**config.mk**
```make
export PLATFORM = sky130hd
export DESIGN_NAME = omx_core
export DESIGN_NICKNAME = d
export VERILOG_FILES = /design/src/shared/omx_pkg.sv /design/src/rtl/omx_decode.sv /design/src/rtl/omx_core.sv
export VERILOG_INCLUDE_DIRS = /design/src /design/src/shared
export SDC_FILE = /design/constraint.sdc
export NUM_CORES = 1
export LEC_CHECK = 0
export BUFFER_PORTS_ARGS = -buffer_cell sky130_fd_sc_hd__buf_2
export CAP_MARGIN = 25
export CORE_MARGIN = 5
export CORE_UTILIZATION = 50
export DETAILED_ROUTE_END_ITERATION = 8
export MAX_ROUTING_LAYER = met4
export PLACE_DENSITY = 0.79
export SLEW_MARGIN = 25
export SYNTH_ARGS = -nofsm -noshare
export SYNTH_HDL_FRONTEND = slang
export SYNTH_SLANG_ARGS = --single-unit
```
**constraint.sdc**
```tcl
create_clock -name clock -period 3.55 [get_ports clock]
set_input_delay 0.8875 -clock clock [delete_from_list [all_inputs] [get_ports clock]]
set_output_delay 0.8875 -clock clock [all_outputs]
set_load 0.02 [all_outputs]
```
**src/shared/omx_params.svh**
```systemverilog
/*
 Constants of the OR, copy and pointer-load execution block:
 opcodes, access bank split, flag positions, register offsets,
 reset values.
 Assumes it is included by its bare name before any use.
*/
`ifndef OMX_PARAMS_SVH
`define OMX_PARAMS_SVH

// Opcode fields
`define OMX_OPC_OR_LIT       8'h09
`define OMX_OPC_OR_REG       6'h04
`define OMX_OPC_COPY         6'h14
`define OMX_OPC_PTR_HI       10'h3B8
`define OMX_OPC_PTR_LO       8'hF0

// Access bank mapping
`define OMX_ACCESS_SPLIT     8'h80
`define OMX_ACCESS_LOW_BANK  4'h0
`define OMX_ACCESS_HIGH_BANK 4'hF

// Pointer set
`define OMX_PTR_LAST         2'h2
`define OMX_PTR_SPAN         4'h6

// Status bits and result sign
`define OMX_NEG_BIT          4
`define OMX_ZERO_BIT         2
`define OMX_RESULT_SIGN      7

// Register offsets on the software port
`define OMX_OFF_ACC          4'h0
`define OMX_OFF_STATUS       4'h1
`define OMX_OFF_BANK         4'h2
`define OMX_OFF_PTR_BASE     4'h3
`define OMX_OFF_PHASE        4'h9

// Reset values
`define OMX_RST_BYTE         8'h00
`define OMX_RST_BANK         4'h0

`endif

```
**src/shared/omx_pkg.sv**
```systemverilog
/*
 Types of the OR, copy and pointer-load execution block.
 Assumes nothing of its surroundings.
*/
package omx_pkg;

   typedef enum logic [2:0] {
      OMX_IDLE = 3'h0,
      OMX_Q1   = 3'h1,
      OMX_Q2   = 3'h3,
      OMX_Q3   = 3'h2,
      OMX_Q4   = 3'h6
   } omx_phase_t;

   typedef enum logic [2:0] {
      OMX_OP_NONE   = 3'h0,
      OMX_OP_OR_LIT = 3'h1,
      OMX_OP_OR_REG = 3'h2,
      OMX_OP_COPY   = 3'h3,
      OMX_OP_PTR_HI = 3'h4,
      OMX_OP_PTR_LO = 3'h5
   } omx_op_t;

   typedef struct packed {
      omx_op_t     op;
      logic        to_reg;
      logic        use_bank;
      logic [1:0]  ptr_idx;
      logic [7:0]  lit;
      logic [11:0] addr;
   } omx_dec_t;

   typedef struct packed {
      logic [11:0] addr;
      logic        rd;
      logic        wr;
      logic [7:0]  wdata;
   } omx_mem_req_t;

endpackage

```
**src/rtl/omx_decode.sv**
```systemverilog
/*
 Combinational decoder of one instruction word: operation, destination
 and access selects, pointer index, literal and mapped data address.
 Assumes the bank select value is stable while the word is presented.
*/
`timescale 1ns/1ns
`include "omx_params.svh"

module omx_decode (
   input  wire logic [15:0]     word,
   input  wire logic [3:0]      bank,
   output omx_pkg::omx_dec_t    dec
);

   always_comb begin
      dec          = '0;
      dec.op       = omx_pkg::OMX_OP_NONE;
      dec.lit      = word[7:0];
      dec.to_reg   = word[9];
      dec.use_bank = word[8];
      dec.ptr_idx  = word[5:4];
      if (word[8]) begin
         dec.addr = {bank, word[7:0]};
      end else if (word[7:0] < `OMX_ACCESS_SPLIT) begin
         dec.addr = {`OMX_ACCESS_LOW_BANK, word[7:0]};
      end else begin
         dec.addr = {`OMX_ACCESS_HIGH_BANK, word[7:0]};
      end
      if (word[15:8] == `OMX_OPC_OR_LIT) begin
         dec.op = omx_pkg::OMX_OP_OR_LIT;
      end else if (word[15:10] == `OMX_OPC_OR_REG) begin
         dec.op = omx_pkg::OMX_OP_OR_REG;
      end else if (word[15:10] == `OMX_OPC_COPY) begin
         dec.op = omx_pkg::OMX_OP_COPY;
      end else if (word[15:6] == `OMX_OPC_PTR_HI) begin
         dec.op  = omx_pkg::OMX_OP_PTR_HI;
         dec.lit = {4'h0, word[3:0]};
      end else if (word[15:8] == `OMX_OPC_PTR_LO) begin
         dec.op = omx_pkg::OMX_OP_PTR_LO;
      end
   end

endmodule

```
**src/rtl/omx_core.sv**
```systemverilog
/*
 Execution block for literal OR, register OR, copy with flags and the
 two-word pointer load, with a plain software register port.
 Assumes the fetch stage holds a word until taken, and data memory
 answers a read strobe with data in the following cycle, same clock.
*/
// Design decisions made here: the placing of the registers and the strobed register port.
`timescale 1ns/1ns
`include "omx_params.svh"

// Function
// - Opcode 0x09 ORs the literal into the accumulator.
// - OR and copy set negative and zero only; pointer load no flags.
// - Destination bit 0 writes the accumulator; register unchanged.
// - Destination bit 1 writes the result back to the register.
// - Access bit 0 maps the address into the fixed access bank.
// - Access bit 1 takes upper address bits from bank select.
// - The register address field is eight bits, one 256-byte bank.
// - Copy passes the register unchanged to the chosen destination.
// - Register OR combines accumulator and register to the destination.
// - Pointer load is two words: index and high bits, then low byte.
// - Pointer high byte written in first cycle, low byte in second.
// - Two-bit index picks one of pointers 0 to 2.
module omx_core #(
   parameter int PTR_COUNT = 3
) (
   input  wire logic                 clock,
   input  wire logic                 resetn,
   input  wire logic [15:0]          instr_word,
   input  wire logic                 instr_valid,
   output logic                      instr_ready,
   output omx_pkg::omx_mem_req_t     mem_req,
   input  wire logic [7:0]           mem_rdata,
   input  wire logic [3:0]           reg_addr,
   input  wire logic [7:0]           reg_wdata,
   input  wire logic                 reg_wr,
   input  wire logic                 reg_rd,
   output logic [7:0]                reg_rdata,
   output logic                      illegal_op
);

   omx_pkg::omx_phase_t    phase_reg;
   omx_pkg::omx_dec_t      dec;
   omx_pkg::omx_dec_t      dec_reg;
   omx_pkg::omx_mem_req_t  mem_req_reg;
   logic [7:0]             acc_reg;
   logic [7:0]             status_reg;
   logic [3:0]             bank_reg;
   logic [7:0]             ptr_hi_reg [PTR_COUNT];
   logic [7:0]             ptr_lo_reg [PTR_COUNT];
   logic                   pend_reg;
   logic [1:0]             pend_idx_reg;
   logic [7:0]             result_reg;
   logic [7:0]             result_next;
   logic [7:0]             operand;
   logic                   ready_reg;
   logic                   illegal_reg;
   logic [7:0]             rdata_reg;
   logic                   accept;
   logic                   good_word;
   logic                   exec_q4;
   logic [3:0]             ptr_sel;

   function automatic logic is_reg_op(input omx_pkg::omx_op_t op);
      return (op == omx_pkg::OMX_OP_OR_REG) || (op == omx_pkg::OMX_OP_COPY);
   endfunction

   function automatic logic sets_flags(input omx_pkg::omx_op_t op);
      return is_reg_op(op) || (op == omx_pkg::OMX_OP_OR_LIT);
   endfunction

   // Pointer slot of a software address: valid, index, low byte
   function automatic logic [3:0] ptr_slot(input logic [3:0] addr);
      logic [3:0] off;
      off = addr - `OMX_OFF_PTR_BASE;
      return {(addr >= `OMX_OFF_PTR_BASE) && (off < `OMX_PTR_SPAN),
              off[2:1], off[0]};
   endfunction

   omx_decode u_decode (
      .word (instr_word),
      .bank (bank_reg),
      .dec  (dec)
   );

   assign accept      = instr_valid && ready_reg;
   assign exec_q4     = (phase_reg == omx_pkg::OMX_Q4);
   assign instr_ready = ready_reg;
   assign mem_req     = mem_req_reg;
   assign reg_rdata   = rdata_reg;
   assign illegal_op  = illegal_reg;
   assign ptr_sel     = ptr_slot(reg_addr);

   // A second word is only legal after a first word
   always_comb begin
      if (pend_reg) begin
         good_word = (dec.op == omx_pkg::OMX_OP_PTR_LO);
      end else begin
         good_word = (dec.op != omx_pkg::OMX_OP_NONE) &&
                     (dec.op != omx_pkg::OMX_OP_PTR_LO) &&
                     !((dec.op == omx_pkg::OMX_OP_PTR_HI) &&
                       (dec.ptr_idx > `OMX_PTR_LAST));
      end
   end

   always_ff @(posedge clock) begin
      if (!resetn) begin
         phase_reg <= omx_pkg::OMX_IDLE;
      end else begin
         case (phase_reg)
            omx_pkg::OMX_IDLE: begin
               if (accept && good_word) begin
                  phase_reg <= omx_pkg::OMX_Q1;
               end
            end
            omx_pkg::OMX_Q1: phase_reg <= omx_pkg::OMX_Q2;
            omx_pkg::OMX_Q2: phase_reg <= omx_pkg::OMX_Q3;
            omx_pkg::OMX_Q3: phase_reg <= omx_pkg::OMX_Q4;
            default:         phase_reg <= omx_pkg::OMX_IDLE;
         endcase
      end
   end

   always_ff @(posedge clock) begin
      if (!resetn) begin
         ready_reg   <= 1'b1;
         illegal_reg <= 1'b0;
         dec_reg     <= '0;
      end else begin
         illegal_reg <= accept && !good_word;
         if (accept && good_word) begin
            ready_reg <= 1'b0;
            dec_reg   <= dec;
         end else if (exec_q4) begin
            ready_reg <= 1'b1;
         end
      end
   end

   // Pending second word of a pointer load
   always_ff @(posedge clock) begin
      if (!resetn) begin
         pend_reg     <= 1'b0;
         pend_idx_reg <= 2'h0;
      end else if (accept && !good_word && pend_reg) begin
         pend_reg <= 1'b0;
      end else if (exec_q4 && dec_reg.op == omx_pkg::OMX_OP_PTR_HI) begin
         pend_reg     <= 1'b1;
         pend_idx_reg <= dec_reg.ptr_idx;
      end else if (exec_q4 && dec_reg.op == omx_pkg::OMX_OP_PTR_LO) begin
         pend_reg <= 1'b0;
      end
   end

   always_comb begin
      operand = is_reg_op(dec_reg.op) ? mem_rdata : dec_reg.lit;
      if (dec_reg.op == omx_pkg::OMX_OP_COPY) begin
         result_next = operand;
      end else begin
         result_next = acc_reg | operand;
      end
   end

   always_ff @(posedge clock) begin
      if (!resetn) begin
         result_reg <= `OMX_RST_BYTE;
      end else if (phase_reg == omx_pkg::OMX_Q3) begin
         result_reg <= result_next;
      end
   end

   // Read in phase two, write back in phase four
   always_ff @(posedge clock) begin
      if (!resetn) begin
         mem_req_reg <= '0;
      end else begin
         mem_req_reg.rd <= 1'b0;
         mem_req_reg.wr <= 1'b0;
         if (phase_reg == omx_pkg::OMX_Q1 && is_reg_op(dec_reg.op)) begin
            mem_req_reg.rd   <= 1'b1;
            mem_req_reg.addr <= dec_reg.addr;
         end
         if (phase_reg == omx_pkg::OMX_Q3 && is_reg_op(dec_reg.op) &&
             dec_reg.to_reg) begin
            mem_req_reg.wr    <= 1'b1;
            mem_req_reg.wdata <= result_next;
         end
      end
   end

   always_ff @(posedge clock) begin
      if (!resetn) begin
         acc_reg <= `OMX_RST_BYTE;
      end else if (exec_q4 && (dec_reg.op == omx_pkg::OMX_OP_OR_LIT ||
                  (is_reg_op(dec_reg.op) && !dec_reg.to_reg))) begin
         acc_reg <= result_reg;
      end else if (reg_wr && reg_addr == `OMX_OFF_ACC) begin
         acc_reg <= reg_wdata;
      end
   end

   // Negative and zero only, from the result
   always_ff @(posedge clock) begin
      if (!resetn) begin
         status_reg <= `OMX_RST_BYTE;
      end else if (exec_q4 && sets_flags(dec_reg.op)) begin
         status_reg[`OMX_NEG_BIT]  <= result_reg[`OMX_RESULT_SIGN];
         status_reg[`OMX_ZERO_BIT] <= (result_reg == `OMX_RST_BYTE);
      end else if (reg_wr && reg_addr == `OMX_OFF_STATUS) begin
         status_reg[`OMX_NEG_BIT]  <= reg_wdata[`OMX_NEG_BIT];
         status_reg[`OMX_ZERO_BIT] <= reg_wdata[`OMX_ZERO_BIT];
      end
   end

   always_ff @(posedge clock) begin
      if (!resetn) begin
         bank_reg <= `OMX_RST_BANK;
      end else if (reg_wr && reg_addr == `OMX_OFF_BANK) begin
         bank_reg <= reg_wdata[3:0];
      end
   end

   always_ff @(posedge clock) begin
      if (!resetn) begin
         for (int i = 0; i < PTR_COUNT; i++) begin
            ptr_hi_reg[i] <= `OMX_RST_BYTE;
            ptr_lo_reg[i] <= `OMX_RST_BYTE;
         end
      end else begin
         for (int i = 0; i < PTR_COUNT; i++) begin
            // High byte in the first cycle
            if (exec_q4 && dec_reg.op == omx_pkg::OMX_OP_PTR_HI &&
                dec_reg.ptr_idx == 2'(i)) begin
               ptr_hi_reg[i] <= dec_reg.lit;
            end else if (reg_wr && ptr_slot(reg_addr) ==
                         {1'b1, 2'(i), 1'b0}) begin
               ptr_hi_reg[i] <= reg_wdata;
            end
            // Low byte in the second cycle
            if (exec_q4 && dec_reg.op == omx_pkg::OMX_OP_PTR_LO &&
                pend_idx_reg == 2'(i)) begin
               ptr_lo_reg[i] <= dec_reg.lit;
            end else if (reg_wr && ptr_slot(reg_addr) ==
                         {1'b1, 2'(i), 1'b1}) begin
               ptr_lo_reg[i] <= reg_wdata;
            end
         end
      end
   end

   // Software read data, one cycle after the strobe
   always_ff @(posedge clock) begin
      if (!resetn) begin
         rdata_reg <= `OMX_RST_BYTE;
      end else if (reg_rd) begin
         if (ptr_sel[3]) begin
            rdata_reg <= ptr_sel[0] ? ptr_lo_reg[ptr_sel[2:1]] :
                                      ptr_hi_reg[ptr_sel[2:1]];
         end else begin
            case (reg_addr)
               `OMX_OFF_ACC:    rdata_reg <= acc_reg;
               `OMX_OFF_STATUS: rdata_reg <= status_reg;
               `OMX_OFF_BANK:   rdata_reg <= {4'h0, bank_reg};
               `OMX_OFF_PHASE:  rdata_reg <= {4'h0, pend_reg, phase_reg};
               default:         rdata_reg <= `OMX_RST_BYTE;
            endcase
         end
      end else begin
         rdata_reg <= `OMX_RST_BYTE;
      end
   end

   phase_order_a: assert property (
      @(posedge clock) disable iff (!resetn)
      phase_reg == omx_pkg::OMX_Q1 |=> phase_reg == omx_pkg::OMX_Q2
      ##1 phase_reg == omx_pkg::OMX_Q3 ##1 phase_reg == omx_pkg::OMX_Q4
      ##1 phase_reg == omx_pkg::OMX_IDLE)
      else $error("Quarter phases out of order");

   or_literal_a: assert property (
      @(posedge clock) disable iff (!resetn)
      phase_reg == omx_pkg::OMX_Q3 && dec_reg.op == omx_pkg::OMX_OP_OR_LIT
      |=> result_reg == ($past(acc_reg) | $past(dec_reg.lit))
      ##1 acc_reg == $past(result_reg))
      else $error("Literal OR result wrong");

   flag_update_a: assert property (
      @(posedge clock) disable iff (!resetn)
      exec_q4 && sets_flags(dec_reg.op) |=>
      status_reg[`OMX_NEG_BIT] == $past(result_reg[`OMX_RESULT_SIGN]) &&
      status_reg[`OMX_ZERO_BIT] == ($past(result_reg) == `OMX_RST_BYTE))
      else $error("Negative or zero flag wrong");

   ptr_flags_a: assert property (
      @(posedge clock) disable iff (!resetn)
      exec_q4 && !sets_flags(dec_reg.op) &&
      !(reg_wr && reg_addr == `OMX_OFF_STATUS) |=> $stable(status_reg))
      else $error("Pointer load changed flags");

   dest_acc_a: assert property (
      @(posedge clock) disable iff (!resetn)
      phase_reg == omx_pkg::OMX_Q3 && is_reg_op(dec_reg.op) &&
      !dec_reg.to_reg |=> !mem_req_reg.wr ##1 !mem_req_reg.wr)
      else $error("Register written with accumulator destination");

   dest_reg_a: assert property (
      @(posedge clock) disable iff (!resetn)
      phase_reg == omx_pkg::OMX_Q3 && is_reg_op(dec_reg.op) &&
      dec_reg.to_reg |=> mem_req_reg.wr &&
      mem_req_reg.wdata == result_reg && $stable(acc_reg) ##1 !mem_req_reg.wr)
      else $error("Register write back missing");

   access_bank_a: assert property (
      @(posedge clock) disable iff (!resetn)
      accept && good_word && is_reg_op(dec.op) && !dec.use_bank |-> ##2
      mem_req_reg.rd && mem_req_reg.addr[11:8] ==
      ($past(instr_word[7], 2) ? `OMX_ACCESS_HIGH_BANK :
       `OMX_ACCESS_LOW_BANK))
      else $error("Access bank mapping wrong");

   banked_addr_a: assert property (
      @(posedge clock) disable iff (!resetn)
      accept && good_word && is_reg_op(dec.op) && dec.use_bank |-> ##2
      mem_req_reg.rd && mem_req_reg.addr ==
      {$past(bank_reg, 2), $past(instr_word[7:0], 2)})
      else $error("Banked address wrong");

   ptr_high_a: assert property (
      @(posedge clock) disable iff (!resetn)
      exec_q4 && dec_reg.op == omx_pkg::OMX_OP_PTR_HI |=>
      pend_reg && ptr_hi_reg[pend_idx_reg] == $past(dec_reg.lit))
      else $error("Pointer high byte not loaded");

   ptr_low_a: assert property (
      @(posedge clock) disable iff (!resetn)
      exec_q4 && dec_reg.op == omx_pkg::OMX_OP_PTR_LO |=>
      !pend_reg && ptr_lo_reg[$past(pend_idx_reg)] == $past(dec_reg.lit))
      else $error("Pointer low byte not loaded");

endmodule

```
==> metrics.md, run 1 <==
| Metric | Value |
|---|---|
| Status | finished clean |
| H-tree depth | 4 |
| # Post-CTS Setup Buffers | 0 |
| Clock transition at path regs | 60 ps |
| WL met1 | 7440 um |
| Seq cells post-synth | 128 |
| Iter 0 DRT Violations | 362 |
| Post-cts resize count | 0 |
| VDD IR-drop max | 380 uV |
| Vias in the first global route | 5,303 |
| Area Overhead vs Synth | 15.2% |
| Final min period | 2660 ps |
| CTS Buffer Depth | 2 |
| Final RePlAce weighted congestion | 0.913 |
| Critical path startpoint category | primary input |
| First-pass GRT wire length | 28,700 um |
| Worst Path Max Fanout | 10 |
| Worst hold stages | 2 |
| Total GRT Usage | 24.0% |
| CTS Buf Count | 17 |
| DIE HEIGHT | 125 um |
| WL met3 | 1260 um |
| # IOs | 73 |
| First-pass DRT Iterations | 5 |
| EDFF count, synth | 48 |
| Root Buffer | clkbuf_16 |
| Tot Pwr | 3.50 mW |
| # fillers | 1,103 |
| Post-route setup TNS | 0 ps |
| Largest net degree at the start of global routing | 44 |
| DR vias/cell | 6.04 |
| Max cap viols | 0 |
| TritonCTS Sinks | 128 |
| Highest Signal Layer | met4 |
| Slew HR | 40.7% |
| Max Fclk | 0.376 GHz |
| Hold crit path type | reg2reg |
| Worst path required time | 3710 ps |
| Synth cell types | 67 |
| Final hold slack | 469 ps |
| Slew of the pin with the lowest slew margin | 886 ps |
| Syn nets | 691 |
| Cells on worst reg2reg path | 6 |
| Post-Syn Area per Cell | 10.3 sq um |
| Final hold vios | 0 |
| Die width | 125 um |
| DPL Wire Length | 13,100 um |
| Sequence of cells on the critical path | buf_2 > ha_1 > and3b_1 > a31oi_1 > nor4_2 > buf_4 > mux2i_1 > nor2_1 |
| Initial antenna violation count | 0 |
| Dominant synthesized flop cell | dfxtp_1 |
| Initial Utilization | 50.7% |
| CTS tree | done |
| Layout cells sized above 1 | 22.8% |
| Wire per inst | 20.5 um |
| Final period util | 74.9% |
| Slowest CP cell | nor4_2 |
| Nets | 744 |
| Met2 routed WL | 8690 um |
| DRC viols | 0 |
| Core footprint | 0.0131 sq mm |
| CP Class | in2reg |
| Skew-Pair Late Insertion Delay | 430 ps |
| Mapped Cells | 644 |
| Final setup violation count | 0 |
| Slowest cell delay on critical path | 570 ps |
| Final ANT Viol Nets | 0 |
| Yosys Warn Count | 0 |
| CP arrival | 2820 ps |
| Worst setup EP type | flip-flop |
| Port buffer count | 72 |
| Seq/Total Area, Yosys | 45.7% |
| RSZ-0062 raised after global routing | false |
| Max-slew violations | 0 |
| Grt ovf | 0 |
| Multi-input logic area | 0.00335 sq mm |
| Synth Cell Area | 0.00666 sq mm |
| Fin Clk Skew | 10.6 ps |
| Cell Pwr Density | 457 mW/mm^2 |
| Hold buffers post-CTS | 0 |
| Antenna diodes | 0 |
| FF+latch area | 0.00304 sq mm |
| Post-synth ARST share | 0% |
| Total number of vias | 5,348 |
| Die ar. | 0.0157 sq mm |
| Leakage | 3.02 nW |
| Cell Rows | 42 |
| Final WL | 18,200 um |
-- path summary, 6_finish.rpt --
path,from,endpoint,slack [ps]
setup / recovery,reg_addr[1],ptr_lo_reg[2][6]$_DFFE_PP_,890
hold / removal,dec_reg[7]$_SDFFE_PN0P_,dec_reg[7]$_SDFFE_PN0P_,470
setup reg to reg,dec_reg[24]$_SDFFE_PN0P_,ptr_lo_reg[2][6]$_DFFE_PP_,1100
hold reg to reg,dec_reg[7]$_SDFFE_PN0P_,dec_reg[7]$_SDFFE_PN0P_,470
-- layer usage --
metal | track usage [%] | vias up
met4 | 11.6 | 0
met2 | 38.4 | 222
met1 | 28.5 | 2599
met5 | - | -
met3 | 5.67 | 65
li1 | - | 2462
-- worst max-delay path, delay by kind of cell --
kind	cells	cell delay, ps
compound gates	1	70
fa+ha+maj	1	350
buf+inv	2	450
mux	1	200
simple gates	3	860
-- power by group --
group / switching, mW / total [mW] / internal [mW] / leakage (nW)
clock: 0.634 / 1.67 / 1.03 / 0.289
sequential: 0.0164 / 1.57 / 1.55 / 1.13
combinational: 0.168 / 0.267 / 0.0988 / 1.60
total: 0.818 / 3.50 / 2.69 / 3.02
-- logic make-up after synthesis --
logic type | Yosys count | share of synthesized area (%)
fa+ha+maj | 6 | 1.13
buf+inv | 60 | 4.15
simple gates | 226 | 16.1
compound gates | 105 | 13.3
flops | 128 | 45.7
mux | 118 | 19.5
xor+xnor | 1 | 0.132
-- cell usage after synthesis (all sizes together), types with 6 or more instances --
| cell type | instances | area (sq um) |
|---|---|---|
| mux2i | 97 | 971 |
| dfxtp | 80 | 1600 |
| buf | 24 | 141 |
| nand2 | 53 | 201 |
| a211oi | 17 | 165 |
| mux2 | 13 | 146 |
| edfxtp | 48 | 1440 |
| a22o | 19 | 166 |
| a21oi | 18 | 109 |
| ha | 6 | 75.1 |
| mux4 | 8 | 180 |
| inv | 9 | 33.8 |
| o21ai | 11 | 58.8 |
| nor2 | 108 | 413 |
| nand2b | 11 | 71.3 |
| clkbuf | 27 | 101 |
| a2bb2oi | 8 | 70.1 |
| nand3 | 8 | 40.0 |
| and3 | 9 | 56.3 |
-- stage by stage --
stage          area [sq um]  std cells  setup WS, ps  util (%)
6_report               7670        886           890      58.4
5_1_grt                7670        886           788      58.4
4_1_cts                7670        886           938      58.4
3_5_place_dp           7100        854           486      54.1
3_3_place_gp           7100        854           638      54.1
2_1_floorplan          6660        644           403         -
-- layout by cell type (no fill, tap or decap), types with 14 or more instances in the layout --
cell type / count
a211oi_1: 14
a21oi_1: 15
a22o_1: 19
buf_2: 72
clkbuf_16: 18
dfxtp_1: 80
edfxtp_1: 48
mux2i_1: 97
nand2_1: 52
nor2_1: 107
-- layout make-up --
| type | count | share of cell area (%) |
|---|---|---|
| clock inverter | 10 | 1.06 |
| sequential | 128 | 39.7 |
| inverter | 9 | 0.440 |
| tap | 176 | 2.87 |
| timing repair buffer | 85 | 5.97 |
| multi-input combinational | 456 | 43.7 |
| clock buffer | 22 | 6.33 |
Note: power is estimated with default switching activity, not from simulation.
==> run 2, diff against run 1 <==
--- a/config.mk
+++ b/config.mk
@@ -6,13 +6,14 @@
 export SDC_FILE = /design/constraint.sdc
 export NUM_CORES = 1
 export LEC_CHECK = 0
+export ABC_AREA = 1
 export BUFFER_PORTS_ARGS = -buffer_cell sky130_fd_sc_hd__buf_2
 export CAP_MARGIN = 25
 export CORE_MARGIN = 5
 export CORE_UTILIZATION = 50
 export DETAILED_ROUTE_END_ITERATION = 8
 export MAX_ROUTING_LAYER = met4
-export PLACE_DENSITY = 0.79
+export PLACE_DENSITY = 0.82
 export SLEW_MARGIN = 25
 export SYNTH_ARGS = -nofsm -noshare
 export SYNTH_HDL_FRONTEND = slang
==> constraint.sdc (replaced) <==
create_clock -name clock -period 2.29 [get_ports clock]
set_input_delay 0.5725 -clock clock [delete_from_list [all_inputs] [get_ports clock]]
set_output_delay 0.5725 -clock clock [all_outputs]
set_load 0.02 [all_outputs]
==> metrics.md, run 2 <==
| Metric | Value |
|---|---|
| Hold crit path type | in2reg |
| Seq/Total Area, Yosys | 47.4% (+1.7 points) |
| Final setup violation count | 0 (unchanged) |
| Hold endpoint | dec_reg[12]$_SDFFE_PN0P_ |
| Final WS setup | 169 ps (-721 ps) |
| Largest net degree at the start of global routing | 36 (-18%) |
| Wire per inst | 16.5 um (-19%) |
| Post-Syn Area per Cell | 7.50 sq um (-27%) |
| Dpl ws | -111 ps (-597 ps) |
| CTS Buffer Depth | 2 (unchanged) |
| Final ANT Viol Nets | 0 (unchanged) |
| Initial antenna violation count | 0 (unchanged) |
| CTS tree | done |
| H-tree depth | 4 (unchanged) |
| Slew HR | 60.9% (+20 points) |
| Cells on worst reg2reg path | 8 (+2) |
| R2R Path Start | phase_reg[0]$_SDFFE_PN0P_ |
| Area Overhead vs Synth | 23.0% |
| Nets | 1,000 (+34%) |
| Worst Path Max Fanout | 16 (+6) |
| TritonCTS Sinks | 128 (unchanged) |
| DRC viols | 0 (unchanged) |
| Fin Clk Skew | 10.1 ps (-0.536 ps) |
| Worst hold stages | 3 (+1) |
| Vias in the first global route | 5,990 (+13%) |
| Yosys top cell area share | 25.0% (+0.91 points) |
| Critical path startpoint category | flip-flop |
| Placement Cell Area | 0.00725 sq mm (+2.0%) |
| GRT met1 Usage | 31.7% (+3.2 points) |
| Synth cell types | 33 (-51%) |
| Root Buffer | clkbuf_16 |
| Iter 0 DRT Violations | 695 (+92%) |
| Layout cells sized above 1 | 16.9% (-5.9 points) |
| CP Class | reg2reg |
| Slew of the pin with the lowest slew margin | 585 ps (-301 ps) |
| Total number of vias | 6,231 (+17%) |
| Hold buffers post-CTS | 0 (unchanged) |
| Final min period | 2120 ps |
| VDD IR-drop max | 728 uV (+92%) |
| Clock transition at path regs | 60 ps (about the same) |
| Final period util | 92.6% |
| Status | finished clean |
| Post-synth ARST share | 0% (unchanged) |
| Max cap viols | 0 (unchanged) |
| DIE HEIGHT | 123 um (-1.7%) |
| First-pass GRT wire length | 29,900 um (+4.0%) |
| Reg-to-reg slack, setup | 170 ps (-930 ps) |
| CTS Buf Count | 17 (unchanged) |
| Port buffer count | 72 (unchanged) |
| Top Usage Layer GRT | met2 |
| Final WL | 18,800 um (+3.7%) |
| Leakage | 3.40 nW (+13%) |
| Worst setup EP type | flip-flop |
| DPL Wire Length | 13,000 um (-0.28%) |
| Most frequent cells in the layout | nand2_1 (219), o21ai_0 (94), nor2_1 (93) |
| Util after Layout | 62.5% (+4.1 points) |
| # Post-CTS Setup Buffers | 0 (unchanged) |
| CP arrival | 2290 ps (-530 ps) |
| Final RePlAce weighted congestion | 1.00 (+9.6%) |
| Post-cts resize count | 0 (unchanged) |
| Skew-Pair Late Insertion Delay | 420 ps (about the same) |
| Global Route met3 Usage | 4.99% (-0.69 points) |
| Dominant synthesized flop cell | dfxtp_1 |
| # IOs | 73 (unchanged) |
| Most common cell after layout, fill and taps aside | nand2_1 |
| Met2 usage | 44.1% (+5.7 points) |
| Mapped Cells | 855 (+33%) |
| Synth Cell Area | 0.00641 sq mm (-3.6%) |
| Yosys Warn Count | 0 (unchanged) |
| Final hold vios | 0 (unchanged) |
| Post-Layout Cell Count | 1,138 (+28%) |
| Post-synth top area cell | dfxtp_1 |
| Seq cells post-synth | 128 (unchanged) |
| Max-slew violations | 0 (unchanged) |
| Core footprint | 0.0126 sq mm (-3.9%) |
| Total GRT Usage | 26.4% (+2.4 points) |
| Area contributors post-synth | dfxtp_1 (25%), edfxtp_1 (22%), nand2_1 (13%) |
| Die ar. | 0.0152 sq mm (-3.3%) |
| Top cells by count, synth | nand2_1 (222), nor2_1 (94), o21ai_0 (94) |
| Worst path required time | 2460 ps (-1250 ps) |
| Antenna diodes | 0 (unchanged) |
| First-pass DRT Iterations | 5 (unchanged) |
| Grt ovf | 0 (unchanged) |
| Cell Pwr Density | 733 mW/mm^2 (+60%) |
| DR vias/cell | 5.48 (-9.3%) |
| Max Fclk | 0.472 GHz |
| EDFF count, synth | 48 (unchanged) |
| Cell Rows | 41 (-2.4%) |
| Placed insts | 1,106 (+30%) |
| Syn nets | 902 (+31%) |
| Worst R2R End | ptr_lo_reg[1][7]$_SDFFCE_PP0P_ |
| Die width | 123 um (-1.7%) |
| Most frequent cell after synthesis | nand2_1 |
| Initial Utilization | 50.8% (+0.17 points) |
| Final instance area | 0.00789 sq mm (+2.8%) |
| Hold_sp | instr_word[0] |
| RSZ-0062 raised after global routing | false |
[run 2: through the flow]
stage / TNS (ps) / power, mW / hold WS, ps
after global placement: -591 / 2.91 / 454
after floorplan: -12.2 / 2.73 / 439
after global routing: 0 / 5.92 / 439
final: 0 / 5.78 / 416
after CTS: 0 / 5.76 / 424
after detailed placement: -1450 / 2.92 / 460
[run 2: area by class of cell]
cell class / instances / area [sq um]
clock buffers: 20 / 489
clock inverters: 12 / 151
fillers: 1102 / 4730
inverters: 73 / 278
multi-input cells: 617 / 2980
flip-flops and latches: 128 / 3040
well taps: 172 / 215
repair buffers: 116 / 728
[run 2: worst max-delay path by stage]
stage / startpoint / depth (start not counted) / endpoint
after floorplan: reg_addr[0] / 9 / ptr_lo_reg[2][0]$_DFFE_PP_
after global placement: reg_addr[0] / 11 / ptr_lo_reg[2][6]$_DFFE_PP_
after global routing: phase_reg[0]$_SDFFE_PN0P_ / 10 / ptr_hi_reg[1][4]$_SDFFCE_PP0P_
final: phase_reg[0]$_SDFFE_PN0P_ / 8 / ptr_lo_reg[1][7]$_SDFFCE_PP0P_
after CTS: phase_reg[0]$_SDFFE_PN0P_ / 8 / ptr_lo_reg[0][3]$_SDFFCE_PP0P_
after detailed placement: reg_addr[0] / 11 / ptr_lo_reg[2][3]$_DFFE_PP_
[run 2: metal layers]
layer  routed length [um]  vias up  part of all wire, %
met4                  648        0                  3.4
met1                 7700     2873                   41
met5                    0        -                    0
met3                 1230       52                  6.6
met2                 9230      265                   49
li1                     -     3041                    -
[run 2: kinds of logic after synthesis]
group / count (synthesis) / share of synthesized area [%]
buffers and inverters: 110 / 6.87
flip-flops: 128 / 47.4
multiplexers: 4 / 0.624
AND/OR/NAND/NOR: 402 / 26.4
adder cells (fa/ha/maj): 6 / 1.17
AO/OA/AOI/OAI: 203 / 17.1
XOR/XNOR: 2 / 0.390
[run 2: report_power, final]
group | switching [mW] | internal [mW] | total [mW]
registers | 0.0258 | 2.41 | 2.44
clock network | 1.03 | 1.87 | 2.90
logic | 0.297 | 0.149 | 0.446
total | 1.35 | 4.43 | 5.78
[run 2: critical path, cell delays in order, from the launching register on]
cell and delay [ps]:
dfxtp_1 290, inv_1 170, nand3_1 160, nor2_1 330, nand3_1 190, a21oi_1 250, nand3_1 130, buf_4 200
and2_1 160
==> run 3, diff against run 2 <==
--- a/config.mk
+++ b/config.mk
@@ -8,12 +8,12 @@
 export LEC_CHECK = 0
 export ABC_AREA = 1
 export BUFFER_PORTS_ARGS = -buffer_cell sky130_fd_sc_hd__buf_2
-export CAP_MARGIN = 25
+export CAP_MARGIN = 20
 export CORE_MARGIN = 5
-export CORE_UTILIZATION = 50
+export CORE_UTILIZATION = 24
 export DETAILED_ROUTE_END_ITERATION = 8
 export MAX_ROUTING_LAYER = met4
-export PLACE_DENSITY = 0.82
+export PLACE_DENSITY = 0.5
 export SLEW_MARGIN = 25
 export SYNTH_ARGS = -nofsm -noshare
 export SYNTH_HDL_FRONTEND = slang
==> metrics.md, run 3 (synthesis gave the netlist of run 2 again) <==
| Metric | Value |
|---|---|
| Fin Clk Skew | 8.75 ps (-1.32 ps) |
| Root Buffer | clkbuf_16 |
| Critical path startpoint category | primary input |
| Most frequent cells in the layout | nand2_1 (219), o21ai_0 (94), nor2_1 (93) |
| Vias in the first global route | 5,934 (-0.93%) |
| First-pass DRT Iterations | 5 (unchanged) |
| CTS Buffer Depth | 2 (unchanged) |
| DPL Wire Length | 15,800 um (+22%) |
| Most used cell, CP | nand2_1 |
| Layout cells sized above 1 | 18.0% (+1.1 points) |
| H-tree depth | 4 (unchanged) |
| Met2 routed WL | 9910 um (+7.3%) |
| Total GRT Usage | 14.4% (-12 points) |
| Leakage | 3.47 nW (+2.2%) |
| Area Overhead vs Synth | 28.6% |
| Die width | 173 um (+41%) |
| CTS tree | done |
| Post-cts resize count | 0 (unchanged) |
| First-pass GRT wire length | 32,900 um (+10%) |
| Cell Pwr Density | 699 mW/mm^2 (-4.6%) |
| Post-Layout Cell Count | 1,315 (+16%) |
| Util after Layout | 31.5% (-31 points) |
| Largest net degree at the start of global routing | 57 (+58%) |
| WL met3 | 913 um (-26%) |
| Final period util | 89.2% (-3.5 points) |
| Core footprint | 0.0262 sq mm (+110%) |
| Iter 0 DRT Violations | 386 (-44%) |
| VDD IR-drop max | 425 uV (-42%) |
| Tot Pwr | 5.76 mW (-0.28%) |
| Worst Path Max Fanout | 17 (+1) |
| Post-route setup TNS | 0 ps (unchanged) |
| Nets | 1,013 (+1.3%) |
| Highest Signal Layer | met4 |
| # IOs | 73 (unchanged) |
| TritonCTS Sinks | 128 (unchanged) |
| Worst setup EP type | flip-flop |
| Slowest cell delay on critical path | 280 ps (-50 ps) |
| DRC viols | 0 (unchanged) |
| DIE HEIGHT | 173 um (+41%) |
| DR vias/cell | 4.54 (-17%) |
| Status | finished clean |
| CP Class | in2reg |
| # fillers | 2,801 (+150%) |
| Sequence of cells on the critical path | buf_2 > ha_1 > nand3_1 > nand2_1 > nand2_1 > a21oi_4 > nand2_2 > nor3_4 > buf_12 > nor2_4 > nand2_4 |
| Skew-Pair Late Insertion Delay | 420 ps (about the same) |
| CTS Buf Count | 17 (unchanged) |
| Initial Utilization | 24.5% (-26 points) |
| Final WL | 21,100 um (+12%) |
| Final setup violation count | 0 (unchanged) |
| Most common cell after layout, fill and taps aside | nand2_1 |
| Slew of the pin with the lowest slew margin | 448 ps (-137 ps) |
| CP arrival | 2160 ps (-130 ps) |
| Hold crit path type | in2reg |
| Worst path required time | 2410 ps (-50 ps) |
| Slew HR | 70.1% (+9.2 points) |
| Max cap viols | 0 (unchanged) |
| Die ar. | 0.0301 sq mm (+98%) |
| Total number of vias | 5,965 (-4.3%) |
| Wire per inst | 16.0 um (-3.0%) |
| # Post-CTS Setup Buffers | 0 (unchanged) |
| Cell Rows | 59 (+44%) |
| Final WS setup | 248 ps (+79.1 ps) |
| Max Fclk | 0.490 GHz (+3.9%) |
| RSZ-0062 raised after global routing | false |
| Slowest CP cell | ha_1 |
| Clock transition at path regs | 60 ps (about the same) |
| Grt ovf | 0 (unchanged) |
| Placed insts | 1,282 (+16%) |
| Initial antenna violation count | 2 (+2) |
| Dpl ws | -167 ps (-55.3 ps) |
| Hold buffers post-CTS | 0 (unchanged) |
| WL met1 | 10,100 um (+31%) |
| Final min period | 2040 ps (-79.1 ps) |
| Port buffer count | 72 (unchanged) |
| Final RePlAce weighted congestion | 0.904 (-9.7%) |
| Final hold vios | 0 (unchanged) |
| Max-slew violations | 0 (unchanged) |
| Final ANT Viol Nets | 0 (unchanged) |
run 3: changes by cell type in the layout (fill, tap and decap cells not counted):
cell	change
buf_4	+7
buf_12	+6
inv_6	+3
clkinv_2	-2
bufinv_16	-1
clkbuf_8	-1
clkinv_4	+1
diode_2	+1
run 3: path summary, 6_finish.rpt:
check | from | to | slack (ps) | cells after the start
setup / recovery | reg_addr[0] | ptr_lo_reg[2][5]$_DFFE_PP_ | 250 | 11
hold / removal | instr_valid | illegal_op$_SDFF_PN0_ | 430 | 3
setup reg to reg | phase_reg[1]$_SDFFE_PN0P_ | ptr_lo_reg[1][4]$_SDFFCE_PP0P_ | 260 | 7
hold reg to reg | dec_reg[6]$_SDFFE_PN0P_ | dec_reg[6]$_SDFFE_PN0P_ | 470 | 2
run 3: per-layer routing:
metal	vias to the layer above	global-route usage [%]
met5	-	-
met4	0	2.63
met3	15	3.25
met2	143	22.8
met1	2735	19.3
li1	3072	-
run 3: stage by stage:
step / hold slack (ps) / cell area [sq um]
after floorplan: 439 / 6480
after global placement: 453 / 7620
after detailed placement: 460 / 7620
after CTS: 421 / 8250
after global routing: 426 / 8250
final: 430 / 8250
run 3: critical path: cells and delay by family:
kind	cells	cell delay, ps
AO/OA/AOI/OAI	1	130
adder cells (fa/ha/maj)	1	280
AND/OR/NAND/NOR	7	800
buffers and inverters	2	360
run 3: layout make-up:
cell class / instances / area [sq um] / share of cell area [%]
Clock buffer: 19 / 475 / 5.76
Multi-Input combinational cell: 617 / 2980 / 36.2
Antenna cell: 1 / 2.50 / 0.0303
Timing Repair Buffer: 129 / 901 / 10.9
Clock inverter: 13 / 146 / 1.77
Inverter: 73 / 278 / 3.37
Sequential cell: 128 / 3040 / 36.9
Tap cell: 335 / 419 / 5.08
run 3: report_power, final:
group	internal [mW]	leakage [nW]	switching, mW
registers	2.41	1.14	0.0261
clock network	1.75	0.309	1.10
logic	0.174	2.02	0.306
